--- config.mk ---
export PLATFORM = sky130hd
export DESIGN_NAME = paper_jam_alarm_counter
export DESIGN_NICKNAME = d
export VERILOG_FILES = /design/src/hw/paper_jam_pkg.sv /design/src/hw/pin_sync3.sv /design/src/hw/motor_on_time_limit.sv /design/src/hw/paper_jam_alarm_counter.sv
export SDC_FILE = /design/constraint.sdc
export NUM_CORES = 1
export LEC_CHECK = 0
export BUFFER_PORTS_ARGS = -buffer_cell sky130_fd_sc_hd__buf_2
export CORE_ASPECT_RATIO = 1.2
export CORE_MARGIN = 2
export CORE_UTILIZATION = 40
export DETAILED_ROUTE_END_ITERATION = 7
export PLACE_DENSITY = 0.66
export SLEW_MARGIN = 20
export SYNTH_ARGS = -nofsm -noshare
export SYNTH_HDL_FRONTEND = slang
export SYNTH_SLANG_ARGS = --single-unit
--- constraint.sdc ---
create_clock -name sys_clk -period 4.45 [get_ports sys_clk]
set_clock_uncertainty 0.05 [all_clocks]
set_input_delay 0.6675 -clock sys_clk [delete_from_list [all_inputs] [get_ports sys_clk]]
set_output_delay 0.6675 -clock sys_clk [all_outputs]
set_load 0.01 [all_outputs]
--- src/hw/paper_jam_pkg.sv ---
// shared constants and carrier types for the paper jam alarm
package paper_jam_pkg;

	// ----------------------------------------------------------------
	// timing
	// ----------------------------------------------------------------
	localparam int CLK_HZ = 25_000_000;
	localparam int CLK_PER_MS = CLK_HZ / 1000;
	localparam int ON_LIMIT_MS = 480;
	localparam int ON_LIMIT_CYC = ON_LIMIT_MS * CLK_PER_MS;
	localparam int ON_CNT_W = 24;
	localparam logic [ON_CNT_W-1:0] ON_CNT_ZERO = 24'h000000;
	localparam logic [ON_CNT_W-1:0] ON_CNT_STEP = 24'h000001;

	// ----------------------------------------------------------------
	// counter
	// ----------------------------------------------------------------
	localparam int STAGES = 4;
	localparam logic [STAGES-1:0] COUNT_CLEAR = 4'h0;
	localparam logic [STAGES-1:0] COUNT_STEP = 4'h1;
	// terminal count of drive pulses, i.e. 27 or 28 line feeds
	localparam logic [STAGES-1:0] TERM_COUNT = 4'he;

	// ----------------------------------------------------------------
	// carriers and state
	// ----------------------------------------------------------------
	typedef struct packed {
		logic s1;
		logic s2;
		logic s3;
		logic level;
	} sync_state_t;

	typedef struct packed {
		logic [ON_CNT_W-1:0] cnt;
		logic expired;
	} on_timer_state_t;

	typedef struct packed {
		logic drive;
		logic motor_on;
		logic manual_reset_n;
	} alarm_in_t;

	typedef struct packed {
		logic trip;
		logic interlock_closed;
		logic lamp;
	} alarm_out_t;

	typedef struct packed {
		logic [STAGES-1:0] stage;
		logic drive_prev;
		logic stage_clk_n;
		logic trip;
		logic interlock_closed;
		logic lamp;
	} alarm_state_t;

endpackage : paper_jam_pkg

--- src/hw/pin_sync3.sv ---
// three-stage pin synchroniser, change accepted when stages two and three agree
`timescale 1ns/1ps
module pin_sync3 #(
	parameter logic INIT = 1'b0
) (
	// clock and reset
	input wire logic sys_clk,
	input wire logic rstn,
	// pin and clean level
	input wire logic pin,
	output logic level
);

	paper_jam_pkg::sync_state_t st_q;
	paper_jam_pkg::sync_state_t st_d;

	always_comb begin
		st_d = st_q;
		st_d.s1 = pin;
		st_d.s2 = st_q.s1;
		st_d.s3 = st_q.s2;
		if (st_q.s2 == st_q.s3) begin
			st_d.level = st_q.s3;
		end
	end

	always_ff @(posedge sys_clk or negedge rstn) begin
		if (!rstn) begin
			st_q <= {4{INIT}};
		end else begin
			st_q <= st_d;
		end
	end

	assign level = st_q.level;
endmodule : pin_sync3

--- src/hw/motor_on_time_limit.sv ---
// supply motor on-time limit timer
`timescale 1ns/1ps
module motor_on_time_limit #(
	parameter int ON_LIMIT_CYCLES = paper_jam_pkg::ON_LIMIT_CYC
) (
	// clock and reset
	input wire logic sys_clk,
	input wire logic rstn,
	// motor level and limit flag
	input wire logic motor_on,
	output logic expired
);

	localparam logic [paper_jam_pkg::ON_CNT_W-1:0] LIMIT =
		paper_jam_pkg::ON_CNT_W'(ON_LIMIT_CYCLES);

	paper_jam_pkg::on_timer_state_t st_q;
	paper_jam_pkg::on_timer_state_t st_d;

	always_comb begin
		st_d = st_q;
		if (!motor_on) begin
			st_d.cnt = paper_jam_pkg::ON_CNT_ZERO;
			st_d.expired = 1'b0;
		end else if (st_q.cnt == LIMIT) begin
			st_d.expired = 1'b1;
		end else begin
			st_d.cnt = st_q.cnt + paper_jam_pkg::ON_CNT_STEP;
		end
	end

	always_ff @(posedge sys_clk or negedge rstn) begin
		if (!rstn) begin
			st_q <= '0;
		end else begin
			st_q <= st_d;
		end
	end

	assign expired = st_q.expired;
endmodule : motor_on_time_limit

--- src/hw/paper_jam_alarm_counter.sv ---
// paper jam and paper out alarm: drive pulse counter, on-time limit, trip latch
`timescale 1ns/1ps
module paper_jam_alarm_counter #(
	parameter int ON_LIMIT_CYCLES = paper_jam_pkg::ON_LIMIT_CYC
) (
	// clock and reset
	input wire logic sys_clk,
	input wire logic rstn,
	// pins from magnet driver, motor sense and operator
	input wire logic drive_pulse_in,
	input wire logic supply_motor_on_in,
	input wire logic manual_reset_n_in,
	// alarm outputs
	output paper_jam_pkg::alarm_out_t alarm,
	output logic [paper_jam_pkg::STAGES-1:0] count_stages
);

	// ----------------------------------------------------------------
	// pin synchronisers
	// ----------------------------------------------------------------
	paper_jam_pkg::alarm_in_t pins;

	pin_sync3 #(.INIT(1'b0)) sync_drive (
		.sys_clk(sys_clk),
		.rstn(rstn),
		.pin(drive_pulse_in),
		.level(pins.drive)
	);

	pin_sync3 #(.INIT(1'b0)) sync_motor (
		.sys_clk(sys_clk),
		.rstn(rstn),
		.pin(supply_motor_on_in),
		.level(pins.motor_on)
	);

	pin_sync3 #(.INIT(1'b1)) sync_manual (
		.sys_clk(sys_clk),
		.rstn(rstn),
		.pin(manual_reset_n_in),
		.level(pins.manual_reset_n)
	);

	// ----------------------------------------------------------------
	// on-time limit
	// ----------------------------------------------------------------
	logic motor_on_time_limit_hit;

	motor_on_time_limit #(.ON_LIMIT_CYCLES(ON_LIMIT_CYCLES)) on_timer (
		.sys_clk(sys_clk),
		.rstn(rstn),
		.motor_on(pins.motor_on),
		.expired(motor_on_time_limit_hit)
	);

	// ----------------------------------------------------------------
	// state
	// ----------------------------------------------------------------
	paper_jam_pkg::alarm_state_t st_q;
	paper_jam_pkg::alarm_state_t st_d;

	// ----------------------------------------------------------------
	// terminal decode, one tap per stage
	// ----------------------------------------------------------------
	logic [paper_jam_pkg::STAGES-1:0] decode_taps;
	logic terminal;

	for (genvar i = 0; i < paper_jam_pkg::STAGES; i++) begin : g_tap
		// true output where the terminal code has a one, inverted elsewhere
		assign decode_taps[i] = paper_jam_pkg::TERM_COUNT[i] ? st_q.stage[i] : ~st_q.stage[i];
	end

	assign terminal = &decode_taps;

	// ----------------------------------------------------------------
	// pulse shaping and clear terms
	// ----------------------------------------------------------------
	logic first_stage_clock_in;
	logic motor_on_count_clear;
	logic manual_clear;
	logic trip_set;

	// one low strobe per rising edge of the magnet drive level
	assign first_stage_clock_in = st_q.stage_clk_n;
	assign motor_on_count_clear = pins.motor_on;
	assign manual_clear = ~pins.manual_reset_n;
	assign trip_set = terminal | motor_on_time_limit_hit;

	// ----------------------------------------------------------------
	// next state
	// ----------------------------------------------------------------
	always_comb begin
		st_d = st_q;
		st_d.drive_prev = pins.drive;
		// each driver pulse spans two line feeds
		st_d.stage_clk_n = ~(pins.drive & ~st_q.drive_prev);
		if (manual_clear || motor_on_count_clear) begin
			st_d.stage = paper_jam_pkg::COUNT_CLEAR;
		end else if (!first_stage_clock_in && !st_q.trip) begin
			// frozen while tripped, so the count cannot wrap
			st_d.stage = st_q.stage + paper_jam_pkg::COUNT_STEP;
		end
		// set wins over the manual clear
		st_d.trip = trip_set | (st_q.trip & ~manual_clear);
		st_d.interlock_closed = ~st_d.trip;
		st_d.lamp = st_d.trip;
	end

	always_ff @(posedge sys_clk or negedge rstn) begin
		if (!rstn) begin
			st_q <= '{stage: paper_jam_pkg::COUNT_CLEAR, drive_prev: 1'b0,
				stage_clk_n: 1'b1, trip: 1'b0, interlock_closed: 1'b1, lamp: 1'b0};
		end else begin
			st_q <= st_d;
		end
	end

	// ----------------------------------------------------------------
	// outputs
	// ----------------------------------------------------------------
	assign alarm.trip = st_q.trip;
	assign alarm.interlock_closed = st_q.interlock_closed;
	assign alarm.lamp = st_q.lamp;
	assign count_stages = st_q.stage;
endmodule : paper_jam_alarm_counter

Word-level counts from Yosys, hierarchy flattened. Cells that the tools add are included.

Register bits after elaboration: 45. Latch bits: 0. Bits in writable memories: 0. Memory bits (read-only): 0. Input port bits: 5. Output and inout port bits: 7. Word-level logic and storage cells: 47. Memories kept: 0.

$add $sub $neg: 2. Multipliers: 0. Divide/modulo/power cells: 0. $lt $le $gt $ge: 0. Eq/ne operators: 6. Shift operators: 0. Mux-type cells: 5. Bitwise operators: 9. Reductions and logical operators: 6.

Operator list (number): $mux W25 (1); $add A24 B1 Y24 const B (1); $eq A24 B24 Y1 const B (1); $mux W24 (1); $mux W4 (2); $not A1 Y1 (5); $add A4 B1 Y4 const B (1); $reduce_and A4 Y1 (1); $eq A1 B1 Y1 (3); $and A1 B1 Y1 (2); $logic_not A1 Y1 (2); $ne A2 B1 Y1 const B (1); $ne A2 B2 Y1 const B (1); $or A1 B1 Y1 (2); $reduce_bool A2 Y1 (1); $logic_and A1 B1 Y1 (1); $logic_or A1 B1 Y1 (1); $mux W1 (1).

Longest topological paths before layout.
Word-level depth: 5. Mapped depth: 7.

Hierarchy. Synthesis repeated with hierarchy kept, for this count alone.

Cells, all modules: 194. Area, all modules: 2073.2 µm².

Modules (own cells, without submodules): motor_on_time_limit (times used 1, cells each 143, area an instance 1343.8 µm²); paper_jam_alarm_counter (times used 1, cells each 36, area an instance 390.4 µm²); pin_sync3 at sync_drive ... (times used 2, cells each 5, area an instance 111.4 µm²); pin_sync3 at sync_manual (times used 1, cells each 5, area an instance 116.4 µm²).

Least setup slack after synthesis. No wires, ideal clock.

Path kind: register -> register. Start: register on_timer.st_q[1] (netlist bit). End: register on_timer.st_q[17] (netlist bit). Setup time: 0.078 ns. Arrival time: 1.706 ns. Slack: 2.616 ns. Stages on the path, launching flop included: 7. Buffers on the path: 0. Clock period less this slack: 1.834 ns. Cells stage by stage: dfrtp_1 ha_1 nand2_1 nor4_4 nand4_2 or4_1 a21boi_1.

Cells in the longest elaborated chain, start to end: 3.

RTL lines: start, declared (RTL line motor_on_time_limit.sv:17) `paper_jam_pkg::on_timer_state_t st_q;`; start signal, assigned (RTL line motor_on_time_limit.sv:36) `st_q <= st_d;`; $add A24 B1 Y24 (RTL line motor_on_time_limit.sv:28) `st_d.cnt = st_q.cnt + paper_jam_pkg::ON_CNT_STEP;`; $mux W24 (RTL line motor_on_time_limit.sv:25) `end else if (st_q.cnt == LIMIT) begin`; $mux W25 (RTL line motor_on_time_limit.sv:22) `if (!motor_on) begin`.

Parallel ways exist; a longest one is shown, timed or not. The select of a mux whose other input is x is not followed. A chain may end at the register's enable or synchronous reset.

Final worst setup path. Same ends and word-level chain as after synthesis.

==> impl_results.md <==
* Largest fanout on the critical path at 7
* Synthesized netlist net count at approximately 190
* Vias post-DR at 1274
* Pin count of the biggest net entering global routing at 46
* Share of cells above drive strength 1 at 17.6%
* Aggregate negative setup slack at 0 ps
* Bufs on Longest Clock Path at 2
* Global-route usage over all layers at 12.8%
* Number of different library cells in the post-synthesis netlist at 38
* Final ANT Viol Nets at 0
* Level count of the clock H-tree at 2
* Reg-to-reg endpoint: on_timer.st_q[17]$_DFFE_PN0P_
* CTS Root Buffer Type: sky130_fd_sc_hd__clkbuf_8
* Beginning of the worst register-to-register path: on_timer.st_q[1]$_DFFE_PN0P_
* Number of cell rows at 28
* First-pass GRT wire length at slightly below 6 mm
* Fin. Hold Viols at 0
* Die area at 5830 um^2
* Final HPWL DP at roughly 2.2 mm
* Per-cell via count in the routed design at 5.14
* Most common cell after layout, fill and taps aside: sky130_fd_sc_hd__dfrtp_1
* Area of the core at 4970 um^2
* Unrepaired setup endpoints after global routing: false
* Maximum frequency from static timing analysis at approximately 500 MHz
* Syn_area_per_cell at ~12 um^2
* Slew margin rel. at a little under three fifths
* Worst Setup Slack post-DPL at ~2500 ps
* Count of synthesis-stage warnings from yosys at 0
* Post-synthesis cell area at 2090 um^2
* R2R setup slack at 2430 ps
* Final routed DRC violation total at 0
* Final worst path period need at 2020 ps
* Final setup violation count at 0
* FF+latch count, synth at 45
* Antenna violations before repair at 0
* Clock tree sinks at 45
* Synthesis-to-finish area growth at 6.99%
* Total clock buffers created by CTS at 5
* Pin slew with the least headroom to its limit at around 670 ps
* Most frequent cells in the layout: sky130_fd_sc_hd__dfrtp_1, sky130_fd_sc_hd__and2_1, sky130_fd_sc_hd__xnor2_1
* Critical Path AT at 2200 ps
* Share of the cycle needed by the critical path after routing at 45.3%
* Final hold slack at slightly above 300 ps
* Count of input and output buffers at 11
* Sequential fraction of the synthesis area at 54.1%
* Timing endpoint of the critical path: on_timer.st_q[17]$_DFFE_PN0P_
* Min setup slack post-route at 2430 ps
* Outcome: completed
* Cell count of the worst reg-to-reg path at 6
* Clock transition time at the flip-flop clock pins of the worst setup and hold paths at 90 ps
* Top Ports at 12
* Crit start category: flop
* Crit path capture type: flop
* Routability cong. at 0.766
* Setup Fix Bufs, Post-CTS at 0
* CTS tree: done
* Count of cells resized by post-cts repair at 0
* Worst vdd rail ir drop at 0.000159 V
* Type of the worst min-delay path: input port to async pin
* Total global routing overflow at 0
* Instance count after placement with tap cells included at 241
* Final cell count without fillers at 248
* Max-slew violation count at 0
* Finished Core Util at 45.0%
* Detailed Route Iter0 Violations at 88
* Launch point of the worst path: on_timer.st_q[1]$_DFFE_PN0P_
* Worst Path Required at approximately 4600 ps
* Average wire per cell in the routed design at roughly 13 um
* Antenna diodes at 0
* Latest clock arrival within the worst-skew pair at 300 ps
* Die Ht at between 80 and 90 um
* Cts hold-fix bufs at 0
* Vias in the first global route at roughly 1300
* Drt first pass iters at 4
* PwrDens at 321 nW/um^2
* Number of nets at the end of the flow at between 150 and 200
* Initial Utilization at 42.1%
* Total Wirelength at around 3.3 mm
* Number of max-cap violations at 0
* Cells after synthesis at 180
* Category of the critical setup timing path: flop to flop
* Horizontal extent of the die at 70.1 um
* Total leakage power at 0.989 nW
kinds of logic (layout without fill, tap and decap cells):
logic type / count (synthesis) / count (layout) / synth area share, %
adder cells (fa/ha/maj): 6 / 6 / 3.23
AO/OA/AOI/OAI: 7 / 7 / 2.15
flip-flops: 45 / 45 / 54.1
multiplexers: 1 / 1 / 0.478
XOR/XNOR: 24 / 24 / 10.0
AND/OR/NAND/NOR: 81 / 81 / 25.5
buffers and inverters: 16 / 24 / 4.48
flip-flops by register name (all words and copies together) (netlist names):
signal                cells
on_timer.st_q            24
count_stages              4
alarm                     2
sync_drive.st_d           2
sync_manual.st_d          2
sync_motor.st_d           2
first_stage_clock_in      1
on_timer.expired          1
st_q                      1
sync_drive.level          1
sync_drive.st_q           1
sync_manual.level         1
sync_manual.st_q          1
sync_motor.level          1
sync_motor.st_q           1
synth_stat cells, drive strengths merged:
master	n	area share, %
dfrtp	39	47
nand4b	1	0.42
a21boi	1	0.36
nor3b	1	0.36
nand3	6	1.7
o21ai	1	0.24
inv	5	0.90
and4	2	0.84
a21oi	2	0.48
nor2	8	1.4
nor4b	1	0.72
xnor2	17	7.1
and3	2	0.60
and2	19	5.7
o21a	2	0.72
nand2b	2	0.60
xor2	7	2.9
o31ai	1	0.36
mux2i	1	0.48
ha	3	1.8
buf	8	3.0
nor3	3	0.72
nand2	12	2.2
nor2b	4	1.2
dfstp	6	7.5
clkbuf	2	0.36
nand4	10	3.6
and4b	1	0.48
nor4	7	4.4
maj3	3	1.4
clkinv	1	0.18
or4	1	0.36
or2	1	0.30
area by class of cell:
class / count / area, um^2
clock inverter: 2 / 16.3
fill: 460 / 2730
sequential: 45 / 1130
tap: 60 / 75.1
inverter: 6 / 22.5
multi-input combinational: 119 / 867
timing repair buffer: 11 / 57.6
clock buffer: 5 / 68.8
where the power goes:
part	internal [mW]	switching, mW
clock	0.108	0.136
combinational	0.0148	0.0175
sequential	0.424	0.0176
per-layer routing:
layer | global-route usage, % | up-vias | routed length (um)
met5 | 0 | - | 0
met4 | 7.34 | 0 | 86
met3 | 3.88 | 6 | 99
met2 | 19.2 | 16 | 1600
met1 | 16.2 | 635 | 1560
li1 | - | 617 | -
worst min path at each step:
stage | startpoint | endpoint | slack, ps | cells past startpoint
global placement | sync_drive.st_d[2]$_DFF_PN0_ | sync_drive.st_d[1]$_DFF_PN0_ | 280 | 0
detailed placement | sync_drive.st_d[2]$_DFF_PN0_ | sync_drive.st_d[1]$_DFF_PN0_ | 290 | 0
finish | rstn | st_q[4]$_DFF_PN0_ | 300 | 1
global route | sync_manual.st_d[2]$_DFF_PN1_ | sync_manual.st_d[1]$_DFF_PN1_ | 320 | 0
floorplan | sync_drive.st_d[2]$_DFF_PN0_ | sync_drive.st_d[1]$_DFF_PN0_ | 280 | 0
CTS | sync_drive.st_d[2]$_DFF_PN0_ | sync_drive.st_d[1]$_DFF_PN0_ | 310 | 0
through the flow:
step	area, um^2	power, mW
global placement	2150	0.482
global route	2240	0.756
detailed placement	2150	0.484
finish	2240	0.718
floorplan	2090	0.467
CTS	2240	0.730
worst max-delay path, stage by stage, from the launching register on:
cell and delay (ps):
sky130_fd_sc_hd__dfrtp_1 460, sky130_fd_sc_hd__ha_1 280, sky130_fd_sc_hd__nand2_1 110, sky130_fd_sc_hd__nor4_4 310, sky130_fd_sc_hd__nand4_2 170, sky130_fd_sc_hd__or4_1 420
sky130_fd_sc_hd__a21boi_1 150
Power figures use the tool's default switching activity.
